[src/acs_pkg.sv]
package acs_pkg;

    localparam int unsigned NUM_CH = 16;

    // Serial port register map
    localparam logic [5:0] ADDR_STATUS   = 6'h00;
    localparam logic [5:0] ADDR_CONTROL  = 6'h01;
    localparam logic [5:0] ADDR_DATA     = 6'h02;
    localparam logic [5:0] ADDR_CH_FIRST = 6'h09;
    localparam logic [5:0] ADDR_CH_LAST  = 6'h18;

    // Reset values
    localparam logic [15:0] CH0_RESET     = 16'h8001;
    localparam logic [15:0] CHN_RESET     = 16'h0001;
    localparam logic [15:0] CONTROL_RESET = 16'h0000;
    localparam logic [7:0]  STATUS_RESET  = 8'h80;

    // Channel register fields
    localparam int CH_ENABLE_BIT = 15;
    localparam int CH_SETUP_HI   = 14;
    localparam int CH_SETUP_LO   = 12;
    localparam int CH_POS_HI     = 9;
    localparam int CH_POS_LO     = 5;
    localparam int CH_NEG_HI     = 4;
    localparam int CH_NEG_LO     = 0;

    // Control, status and command fields
    localparam int CTRL_CONVERT_BIT  = 0;
    localparam int CTRL_APPEND_BIT   = 1;
    localparam int STAT_READY_N_BIT  = 7;
    localparam int STAT_CH_HI        = 3;
    localparam int STAT_CH_LO        = 0;
    localparam int CMD_READ_BIT      = 6;
    localparam logic [2:0] REG_BYTES = 3'd2;

    // Input source codes
    localparam logic [4:0] SRC_RSVD_FIRST = 5'h08;
    localparam logic [4:0] SRC_RSVD_LAST  = 5'h0F;
    localparam logic [4:0] SRC_TEMP       = 5'h10;
    localparam logic [4:0] SRC_NEG_SUPPLY = 5'h11;
    localparam logic [4:0] SRC_INT_REF    = 5'h12;
    localparam logic [4:0] SRC_DIG_GND    = 5'h13;
    localparam logic [4:0] SRC_MON_FIRST  = 5'h14;
    localparam logic [4:0] SRC_MON_LAST   = 5'h19;
    localparam logic [4:0] SRC_DIAG_LAST  = 5'h1D;

    typedef enum logic [1:0] {SEQ_IDLE, SEQ_START, SEQ_WAIT} acs_seq_e;

endpackage : acs_pkg

[src/acs_serial_port.sv]
`timescale 1ns/100ps
module acs_serial_port
    import acs_pkg::*;
(
    input  wire logic       clk,
    input  wire logic       srst,
    input  wire logic       ce,
    input  wire logic       sclk_pin,
    input  wire logic       cs_n_pin,
    input  wire logic       sdi_pin,
    input  wire logic [7:0] tx_byte,
    output logic            frame_active,
    output logic            rx_valid,
    output logic [7:0]      rx_byte,
    output logic            sdo
);
    logic [2:0] sclk_sync, cs_sync, sdi_sync;
    logic       sclk_f, cs_f, sdi_f;
    logic       next_sclk_f, next_cs_f, next_sdi_f;
    logic [2:0] bit_cnt, next_bit_cnt;
    logic [7:0] rx_sh, next_rx_sh, tx_sh, next_tx_sh, next_rx_byte;
    logic       next_rx_valid, next_sdo, rise, fall;

    assign frame_active = !cs_f;

    // Filtered levels move only when stages two and three agree
    always_comb
    begin
        next_sclk_f = (sclk_sync[1] == sclk_sync[2]) ? sclk_sync[2] : sclk_f;
        next_cs_f   = (cs_sync[1] == cs_sync[2]) ? cs_sync[2] : cs_f;
        next_sdi_f  = (sdi_sync[1] == sdi_sync[2]) ? sdi_sync[2] : sdi_f;
        rise        = !sclk_f && next_sclk_f;
        fall        = sclk_f && !next_sclk_f;
        next_bit_cnt  = bit_cnt;
        next_rx_sh    = rx_sh;
        next_tx_sh    = tx_sh;
        next_rx_byte  = rx_byte;
        next_rx_valid = 1'b0;
        next_sdo      = sdo;
        if (cs_f)
        begin
            next_bit_cnt = 3'd0;
            next_sdo     = 1'b0;
        end
        else
        begin
            // Sample on the rising edge, most significant bit first
            if (rise)
            begin
                next_rx_sh   = {rx_sh[6:0], sdi_f};
                next_bit_cnt = bit_cnt + 3'd1;
                if (bit_cnt == 3'd7)
                begin
                    next_rx_valid = 1'b1;
                    next_rx_byte  = {rx_sh[6:0], sdi_f};
                end
            end
            // Launch on the falling edge; a new byte loads at the boundary
            if (fall)
            begin
                if (bit_cnt == 3'd0)
                    {next_sdo, next_tx_sh} = {tx_byte, 1'b0};
                else
                    {next_sdo, next_tx_sh} = {tx_sh, 1'b0};
            end
        end
    end

    // Idle bus is clock high, select high
    always_ff @(posedge clk)
    begin
        if (srst)
        begin
            sclk_sync <= 3'h7;
            cs_sync   <= 3'h7;
            sdi_sync  <= 3'h0;
            sclk_f    <= 1'b1;
            cs_f      <= 1'b1;
            sdi_f     <= 1'b0;
            bit_cnt   <= 3'd0;
            rx_sh     <= 8'h00;
            tx_sh     <= 8'h00;
            rx_byte   <= 8'h00;
            rx_valid  <= 1'b0;
            sdo       <= 1'b0;
        end
        else if (ce)
        begin
            sclk_sync <= {sclk_sync[1:0], sclk_pin};
            cs_sync   <= {cs_sync[1:0], cs_n_pin};
            sdi_sync  <= {sdi_sync[1:0], sdi_pin};
            sclk_f    <= next_sclk_f;
            cs_f      <= next_cs_f;
            sdi_f     <= next_sdi_f;
            bit_cnt   <= next_bit_cnt;
            rx_sh     <= next_rx_sh;
            tx_sh     <= next_tx_sh;
            rx_byte   <= next_rx_byte;
            rx_valid  <= next_rx_valid;
            sdo       <= next_sdo;
        end
    end

endmodule : acs_serial_port

[src/acs_next_finder.sv]
`timescale 1ns/100ps
module acs_next_finder
    import acs_pkg::*;
(
    input  wire logic [NUM_CH-1:0] en,
    input  wire logic [4:0]        from,
    output logic                   found,
    output logic [3:0]             idx
);
    logic [NUM_CH-1:0] ge;

    // Enabled channels at or above the search start
    for (genvar i = 0; i < NUM_CH; i++)
    begin : g_ge
        assign ge[i] = en[i] && (5'(i) >= from);
    end

    // Lowest at or above start, else wrap to the lowest overall
    always_comb
    begin
        found = |en;
        idx   = 4'h0;
        for (int k = NUM_CH - 1; k >= 0; k--)
        begin
            if (en[k])
                idx = 4'(k);
        end
        for (int k = NUM_CH - 1; k >= 0; k--)
        begin
            if (ge[k])
                idx = 4'(k);
        end
    end

endmodule : acs_next_finder

[src/acs_channel_sequencer.sv]
`timescale 1ns/100ps
module acs_channel_sequencer
    import acs_pkg::*;
(
    input  wire logic        clk,
    input  wire logic        srst,
    input  wire logic        ce,
    input  wire logic        sclk_pin,
    input  wire logic        cs_n_pin,
    input  wire logic        sdi_pin,
    output logic             sdo,
    input  wire logic        conv_done,
    input  wire logic [23:0] conv_result,
    output logic             conv_start,
    output logic [3:0]       conv_channel,
    output logic [2:0]       conv_setup,
    output logic [4:0]       positive_input_select,
    output logic [4:0]       negative_input_select,
    output logic             conv_diag_src,
    output logic             conv_reserved_src,
    output logic             seq_active
);
    logic [15:0]       chan [NUM_CH];
    logic [15:0]       next_chan [NUM_CH];
    logic [NUM_CH-1:0] en_vec, prev_en;
    logic [15:0]       control, next_control;
    logic [2:0]        byte_idx, next_byte_idx;
    logic              cmd_rd, next_cmd_rd;
    logic [5:0]        cmd_addr, next_cmd_addr;
    logic [39:0]       rd_buf, next_rd_buf, rd_word;
    logic [7:0]        wr_buf, next_wr_buf;
    logic              data_read, frame_active, rx_valid;
    logic [7:0]        rx_byte;
    logic [5:0]        req_addr;
    acs_seq_e          state, next_state;
    logic [3:0]        cur, next_cur, found_idx;
    logic              found;
    logic [4:0]        search_from;
    logic [23:0]       result, next_result;
    logic [7:0]        status, next_status;
    logic              next_start, next_diag, next_rsvd;
    logic [3:0]        next_conv_channel;
    logic [2:0]        next_setup;
    logic [4:0]        next_pos, next_neg;

    function automatic logic ch_hit(input logic [5:0] a);
        return (a >= ADDR_CH_FIRST) && (a <= ADDR_CH_LAST);
    endfunction : ch_hit

    function automatic logic [3:0] ch_of(input logic [5:0] a);
        return 4'(a - ADDR_CH_FIRST);
    endfunction : ch_of

    function automatic logic is_diag(input logic [4:0] c);
        return (c >= SRC_TEMP) && (c <= SRC_DIAG_LAST);
    endfunction : is_diag

    function automatic logic is_rsvd(input logic [4:0] c);
        return ((c >= SRC_RSVD_FIRST) && (c <= SRC_RSVD_LAST)) || (c > SRC_DIAG_LAST);
    endfunction : is_rsvd

    acs_serial_port u_port (
        .clk          (clk),
        .srst         (srst),
        .ce           (ce),
        .sclk_pin     (sclk_pin),
        .cs_n_pin     (cs_n_pin),
        .sdi_pin      (sdi_pin),
        .tx_byte      (rd_buf[39:32]),
        .frame_active (frame_active),
        .rx_valid     (rx_valid),
        .rx_byte      (rx_byte),
        .sdo          (sdo)
    );

    acs_next_finder u_find (
        .en    (en_vec),
        .from  (search_from),
        .found (found),
        .idx   (found_idx)
    );

    // Enable bit of each channel feeds the sequencer
    for (genvar i = 0; i < NUM_CH; i++)
    begin : g_en
        assign en_vec[i] = chan[i][CH_ENABLE_BIT];
    end

    // Read word, left aligned, picked from the command byte address
    always_comb
    begin
        req_addr = rx_byte[5:0];
        rd_word  = 40'h0;
        if (ch_hit(req_addr))
            rd_word = {chan[ch_of(req_addr)], 24'h0};
        else if (req_addr == ADDR_STATUS)
            rd_word = {status, 32'h0};
        else if (req_addr == ADDR_CONTROL)
            rd_word = {control, 24'h0};
        else if (req_addr == ADDR_DATA)
        begin
            if (control[CTRL_APPEND_BIT])
                rd_word = {result, status, 8'h00};
            else
                rd_word = {result, 16'h0};
        end
    end

    // Host frame: command byte, then data bytes; unmapped reads give zero
    always_comb
    begin
        next_chan     = chan;
        next_control  = control;
        next_byte_idx = byte_idx;
        next_cmd_rd   = cmd_rd;
        next_cmd_addr = cmd_addr;
        next_rd_buf   = rd_buf;
        next_wr_buf   = wr_buf;
        data_read     = 1'b0;
        if (!frame_active)
            next_byte_idx = 3'd0;
        else if (rx_valid)
        begin
            if (byte_idx != 3'd7)
                next_byte_idx = byte_idx + 3'd1;
            if (byte_idx == 3'd0)
            begin
                next_cmd_rd   = rx_byte[CMD_READ_BIT];
                next_cmd_addr = req_addr;
                next_rd_buf   = rx_byte[CMD_READ_BIT] ? rd_word : 40'h0;
                data_read     = rx_byte[CMD_READ_BIT] && (req_addr == ADDR_DATA);
            end
            else if (cmd_rd)
                next_rd_buf = {rd_buf[31:0], 8'h00};
            else
            begin
                next_wr_buf = rx_byte;
                // Word commits on its second byte; extra bytes are ignored
                if (byte_idx == REG_BYTES)
                begin
                    // Bits 11:10 are stored as written; software keeps them zero
                    if (ch_hit(cmd_addr))
                        next_chan[ch_of(cmd_addr)] = {wr_buf, rx_byte};
                    else if (cmd_addr == ADDR_CONTROL)
                        next_control = {wr_buf, rx_byte};
                end
            end
        end
    end

    always_ff @(posedge clk)
    begin
        if (srst)
        begin
            for (int k = 0; k < NUM_CH; k++)
                chan[k] <= (k == 0) ? CH0_RESET : CHN_RESET;
            control  <= CONTROL_RESET;
            byte_idx <= 3'd0;
            cmd_rd   <= 1'b0;
            cmd_addr <= 6'h00;
            rd_buf   <= 40'h0;
            wr_buf   <= 8'h00;
        end
        else if (ce)
        begin
            chan     <= next_chan;
            control  <= next_control;
            byte_idx <= next_byte_idx;
            cmd_rd   <= next_cmd_rd;
            cmd_addr <= next_cmd_addr;
            rd_buf   <= next_rd_buf;
            wr_buf   <= next_wr_buf;
        end
    end

    // Search from the slot after the current one while waiting, from zero otherwise
    assign search_from = (state == SEQ_WAIT) ? ({1'b0, cur} + 5'd1) : 5'd0;

    // Sequencer; each enabled register is visited once per pass
    always_comb
    begin
        next_state        = state;
        next_cur          = cur;
        next_start        = 1'b0;
        next_conv_channel = conv_channel;
        next_setup        = conv_setup;
        next_pos          = positive_input_select;
        next_neg          = negative_input_select;
        next_diag         = conv_diag_src;
        next_rsvd         = conv_reserved_src;
        next_result       = result;
        next_status       = status;
        if (data_read)
            next_status[STAT_READY_N_BIT] = 1'b1;
        case (state)
            SEQ_IDLE:
                if (control[CTRL_CONVERT_BIT] && found)
                begin
                    next_cur   = found_idx;
                    next_state = SEQ_START;
                end
            SEQ_START:
            begin
                next_start        = 1'b1;
                next_conv_channel = cur;
                next_setup        = chan[cur][CH_SETUP_HI:CH_SETUP_LO];
                next_pos          = chan[cur][CH_POS_HI:CH_POS_LO];
                next_neg          = chan[cur][CH_NEG_HI:CH_NEG_LO];
                // Flag internal and monitor sources; reserved codes are reported
                next_diag  = is_diag(next_pos) || is_diag(next_neg);
                next_rsvd  = is_rsvd(next_pos) || is_rsvd(next_neg);
                next_state = SEQ_WAIT;
            end
            SEQ_WAIT:
                if (conv_done)
                begin
                    next_result = conv_result;
                    next_status[STAT_CH_HI:STAT_CH_LO] = cur;
                    // A fresh result wins over a read clearing the flag
                    next_status[STAT_READY_N_BIT] = 1'b0;
                    if (control[CTRL_CONVERT_BIT] && found)
                    begin
                        next_cur   = found_idx;
                        next_state = SEQ_START;
                    end
                    else
                        next_state = SEQ_IDLE;
                end
            default:
                next_state = SEQ_IDLE;
        endcase
    end

    always_ff @(posedge clk)
    begin
        if (srst)
        begin
            state                 <= SEQ_IDLE;
            cur                   <= 4'h0;
            conv_start            <= 1'b0;
            conv_channel          <= 4'h0;
            conv_setup            <= 3'h0;
            positive_input_select <= 5'h00;
            negative_input_select <= 5'h01;
            conv_diag_src         <= 1'b0;
            conv_reserved_src     <= 1'b0;
            seq_active            <= 1'b0;
            result                <= 24'h0;
            status                <= STATUS_RESET;
            prev_en               <= 16'h0;
        end
        else if (ce)
        begin
            state                 <= next_state;
            cur                   <= next_cur;
            conv_start            <= next_start;
            conv_channel          <= next_conv_channel;
            conv_setup            <= next_setup;
            positive_input_select <= next_pos;
            negative_input_select <= next_neg;
            conv_diag_src         <= next_diag;
            conv_reserved_src     <= next_rsvd;
            seq_active            <= (next_state != SEQ_IDLE);
            result                <= next_result;
            status                <= next_status;
            prev_en               <= en_vec;
        end
    end
endmodule : acs_channel_sequencer

[config.mk]
export PLATFORM = sky130hd
export DESIGN_NAME = acs_channel_sequencer
export DESIGN_NICKNAME = d
export VERILOG_FILES = /design/src/acs_pkg.sv /design/src/acs_serial_port.sv /design/src/acs_next_finder.sv /design/src/acs_channel_sequencer.sv
export SDC_FILE = /design/constraint.sdc
export NUM_CORES = 1
export LEC_CHECK = 0
export ABC_AREA = 1
export BUFFER_PORTS_ARGS = -buffer_cell sky130_fd_sc_hd__buf_2
export CAP_MARGIN = 5
export CORE_ASPECT_RATIO = 1.2
export CORE_UTILIZATION = 45
export DETAILED_ROUTE_END_ITERATION = 6
export GPL_TIMING_DRIVEN = 1
export HOLD_SLACK_MARGIN = 0.12
export PLACE_DENSITY = 0.59
export SYNTH_ARGS = -nofsm -noshare
export SYNTH_HDL_FRONTEND = slang
export SYNTH_SLANG_ARGS = --single-unit
export TNS_END_PERCENT = 5
[constraint.sdc]
create_clock -name clk -period 3.15 [get_ports clk]
set_input_delay 0.1575 -clock clk [delete_from_list [all_inputs] [get_ports clk]]
set_output_delay 0.1575 -clock clk [all_outputs]
set_load 0.01 [all_outputs]
==> summary.txt <==
Status
  • Outcome: finished, violations left
  • Failing checks: design-rule violations

Logic synthesis
  • Synth Flop Type: dfxtp_1
  • Synth warn: 0
  • Synth cell types: 43
  • Sequential-to-total area share from yosys stat: 41.5%
  • Largest area contributor in the netlist: dfxtp_1
  • Most common cell in the synthesized netlist: o21ai_0
  • Most area-consuming cells after synthesis: dfxtp_1 42%, o21ai_0 13%, a21oi_1 12%
  • Post-Syn Nets: 2878
  • Syn Area/Cell: 7.04 um^2
  • Commonest cells in the netlist: 519 x o21ai_0, 494 x a21oi_1, 414 x dfxtp_1, 343 x inv_1, 271 x nor2_1
  • Number of synthesized flops with an enable pin: 0
  • Async set-reset flop share out of synthesis: 0%
  • Mapped Cells: 2835
  • Syn Std Cell Area: 20000 um^2
  • Yosys reg bits: 414
  • Top cell type's share of synthesized area: 41.5%

STA
  • Slew Limit Headroom: 25.6%
  • Final setup fails: 0
  • Pins Over Slew Limit: 0
  • Achievable Freq: 359 MHz
  • Worst Skew: 0.0183 ns
  • Hold Vio Cnt, Final: 0
  • RSZ-0062 raised after global routing: no
  • Slew @ Worst Pin: 1.12 ns
  • Period utilisation layout: 88.5%
  • Setup TNS: 0 ns
  • Final min period: 2.79 ns

Final layout
  • Antenna cells: 0
  • Synthesis-to-layout area growth: 12.4%
  • Core Util, Final: 51.2%
  • Layout cells sized above 1: 8.02%
  • # nets final: 2847
  • Final instance area: 22400 um^2

Worst setup path
  • Crit-path cells: inv_1 -> ha_2 -> inv_2 -> buf_12 -> a21oi_1 -> o21ai_0 -> o21ai_0 -> o211ai_1 -> a32o_1 -> nand2_1 -> a21oi_1
  • Max Fanout on Critical Path: 22
  • Flop-to-flop setup slack: 0.36 ns
  • Startpoint Class: flop
  • Slowest CP cell: o211ai_1
  • Max incr delay on CP: 0.54 ns
  • WP data arrival: 3.28 ns
  • Worst EP required: 3.64 ns
  • WS Path Type: reg -> reg
  • CP Capture Type: flop

Power
  • Pleak: 8.18 nW
  • Cell area power density: 479 nW/um^2
  • Worst VDD drop: 622 uV

Floorplan
  • Die area: 45200 um^2
  • Ports: 53
  • Die H: 233 um
  • # rows: 84
  • Core area: 43800 um^2
  • Starting Density: 45.5%
  • Die X: 194 um

CTS
  • CTS Root Cell: clkbuf_16
  • Clock latency on the worst-skew pair: 0.57 ns
  • Clock Sinks: 414
  • Clock Tree Buf Depth: 3
  • H-tree Lvls: 2
  • CTS tree: done
  • CTS Buf Count: 44
  • Clock-pin slew on the worst setup and hold paths: 0.06 ns

GRT
  • First-pass GRT wire length: 109000 um
  • Initial antenna violation count: 3
  • Largest net degree at the start of global routing: 157
  • Vias in the first global route: 18300
  • Total Routing Usage GR: 31.3%
  • Congestion Overflow GR: 0

Hold path
  • HP Class: in -> reg

Placed design
  • Port buffer count: 52
  • Gpl congestion: 0.907
  • Area post-placement: 20600 um^2
  • DP HPWL: 45100 um

Routing
  • 1st-pass router iterations: 7
  • Initial DRC count: 2147
  • Routed WL: 72100 um
  • WL per Instance: 21.3 um
  • Routed Antenna Nets: 0
  • Routed via count: 20000
  • Drt drc: 1
  • DR vias/cell: 5.89

Flow run
  • Max-cap viol count: 0
## worst max-delay path: cells and delay by family, from the launching register on
kind,cells,cell delay [ns]
compound gates,6,1.23
buf+inv,3,0.74
flops,1,0.31
fa+ha+maj,1,0.36
simple gates,1,0.06
## per-stage QoR
step	total power [mW]	std cells	worst slack, ns	hold slack (ns)
finish	10.7	3390	0.364	0.346
CTS	10.8	3390	0.404	0.330
global placement	5.56	3281	0.480	0.377
global route	11.1	3390	0.138	0.339
floorplan	5.51	2835	0.503	0.284
detailed placement	5.57	3281	0.415	0.375
## kinds of logic after synthesis
group                    synth area share, %
AO/OA/AOI/OAI                           34.2
flip-flops                              41.5
XOR/XNOR                               0.132
AND/OR/NAND/NOR                         12.0
buffers and inverters                   11.4
adder cells (fa/ha/maj)                0.752
## final timing paths
| path | from | end | cells after the start |
|---|---|---|---|
| worst max register to register | u_port.rx_byte[1]$_SDFFE_PP0P_ | rd_buf[27]$_SDFFE_PP0P_ | 11 |
| worst min register to register | chan[139]$_SDFFE_PP0P_ | chan[139]$_SDFFE_PP0P_ | 2 |
| worst max-delay path | u_port.rx_byte[1]$_SDFFE_PP0P_ | rd_buf[27]$_SDFFE_PP0P_ | 11 |
| worst min-delay path | conv_result[21] | result[21]$_SDFFE_PP0P_ | 4 |
## final cells by class
cell class | count | area (um^2)
fill | 4278 | 21400
multi-input combinational | 1824 | 9420
sequential | 414 | 8300
inverter | 366 | 1380
clock buffer | 61 | 1280
timing repair buffer | 154 | 1210
tap | 559 | 699
clock inverter | 12 | 148
## sequential cells by signal (all words and copies together) (netlist names), 4 cells and up
signal                 flops
conv_channel               4
cur                        4
negative_input_select      5
rd_buf                    29
cmd_addr                   6
u_port.tx_sh               7
u_port.rx_sh               7
wr_buf                     8
chan                     256
u_port.rx_byte             8
result                    24
control                   16
status                     5
positive_input_select      5
## cells in the final DEF (no fill, tap or decap), types with 46 or more instances in the layout
| cell | Yosys | layout |
|---|---|---|
| clkbuf_16 | 0 | 46 |
| a21oi_1 | 494 | 494 |
| o211ai_1 | 69 | 69 |
| inv_1 | 343 | 342 |
| o21ai_0 | 519 | 519 |
| a211oi_1 | 47 | 47 |
| buf_4 | 2 | 60 |
| buf_2 | 27 | 51 |
| nor2_1 | 271 | 271 |
| dfxtp_1 | 414 | 411 |
| nand2_1 | 182 | 182 |
| nand3_1 | 85 | 85 |
## metal layers
metal	up-vias	routed length [um]	track usage, %
met5	-	27	0
li1	9600	-	-
met3	177	5960	4.81
met4	4	2820	13.1
met2	913	32900	50.8
met1	9290	30500	41.3
## where the power goes
group	switching (mW)	total, mW	internal (mW)
clock	2.18	5.25	3.06
sequential	0.00516	5.25	5.24
combinational	0.154	0.245	0.0910
total	2.34	10.7	8.40
## repair_timing
| action | CTS | global route |
|---|---|---|
| hold endpoints to repair | 85 | 0 |
| setup buffers | 0 | 0 |
| hold buffers | 36 | 0 |
| setup endpoints to repair | 0 | 0 |
| resized for setup | 0 | 0 |
No activity file was read; power rests on OpenSTA's default activity.
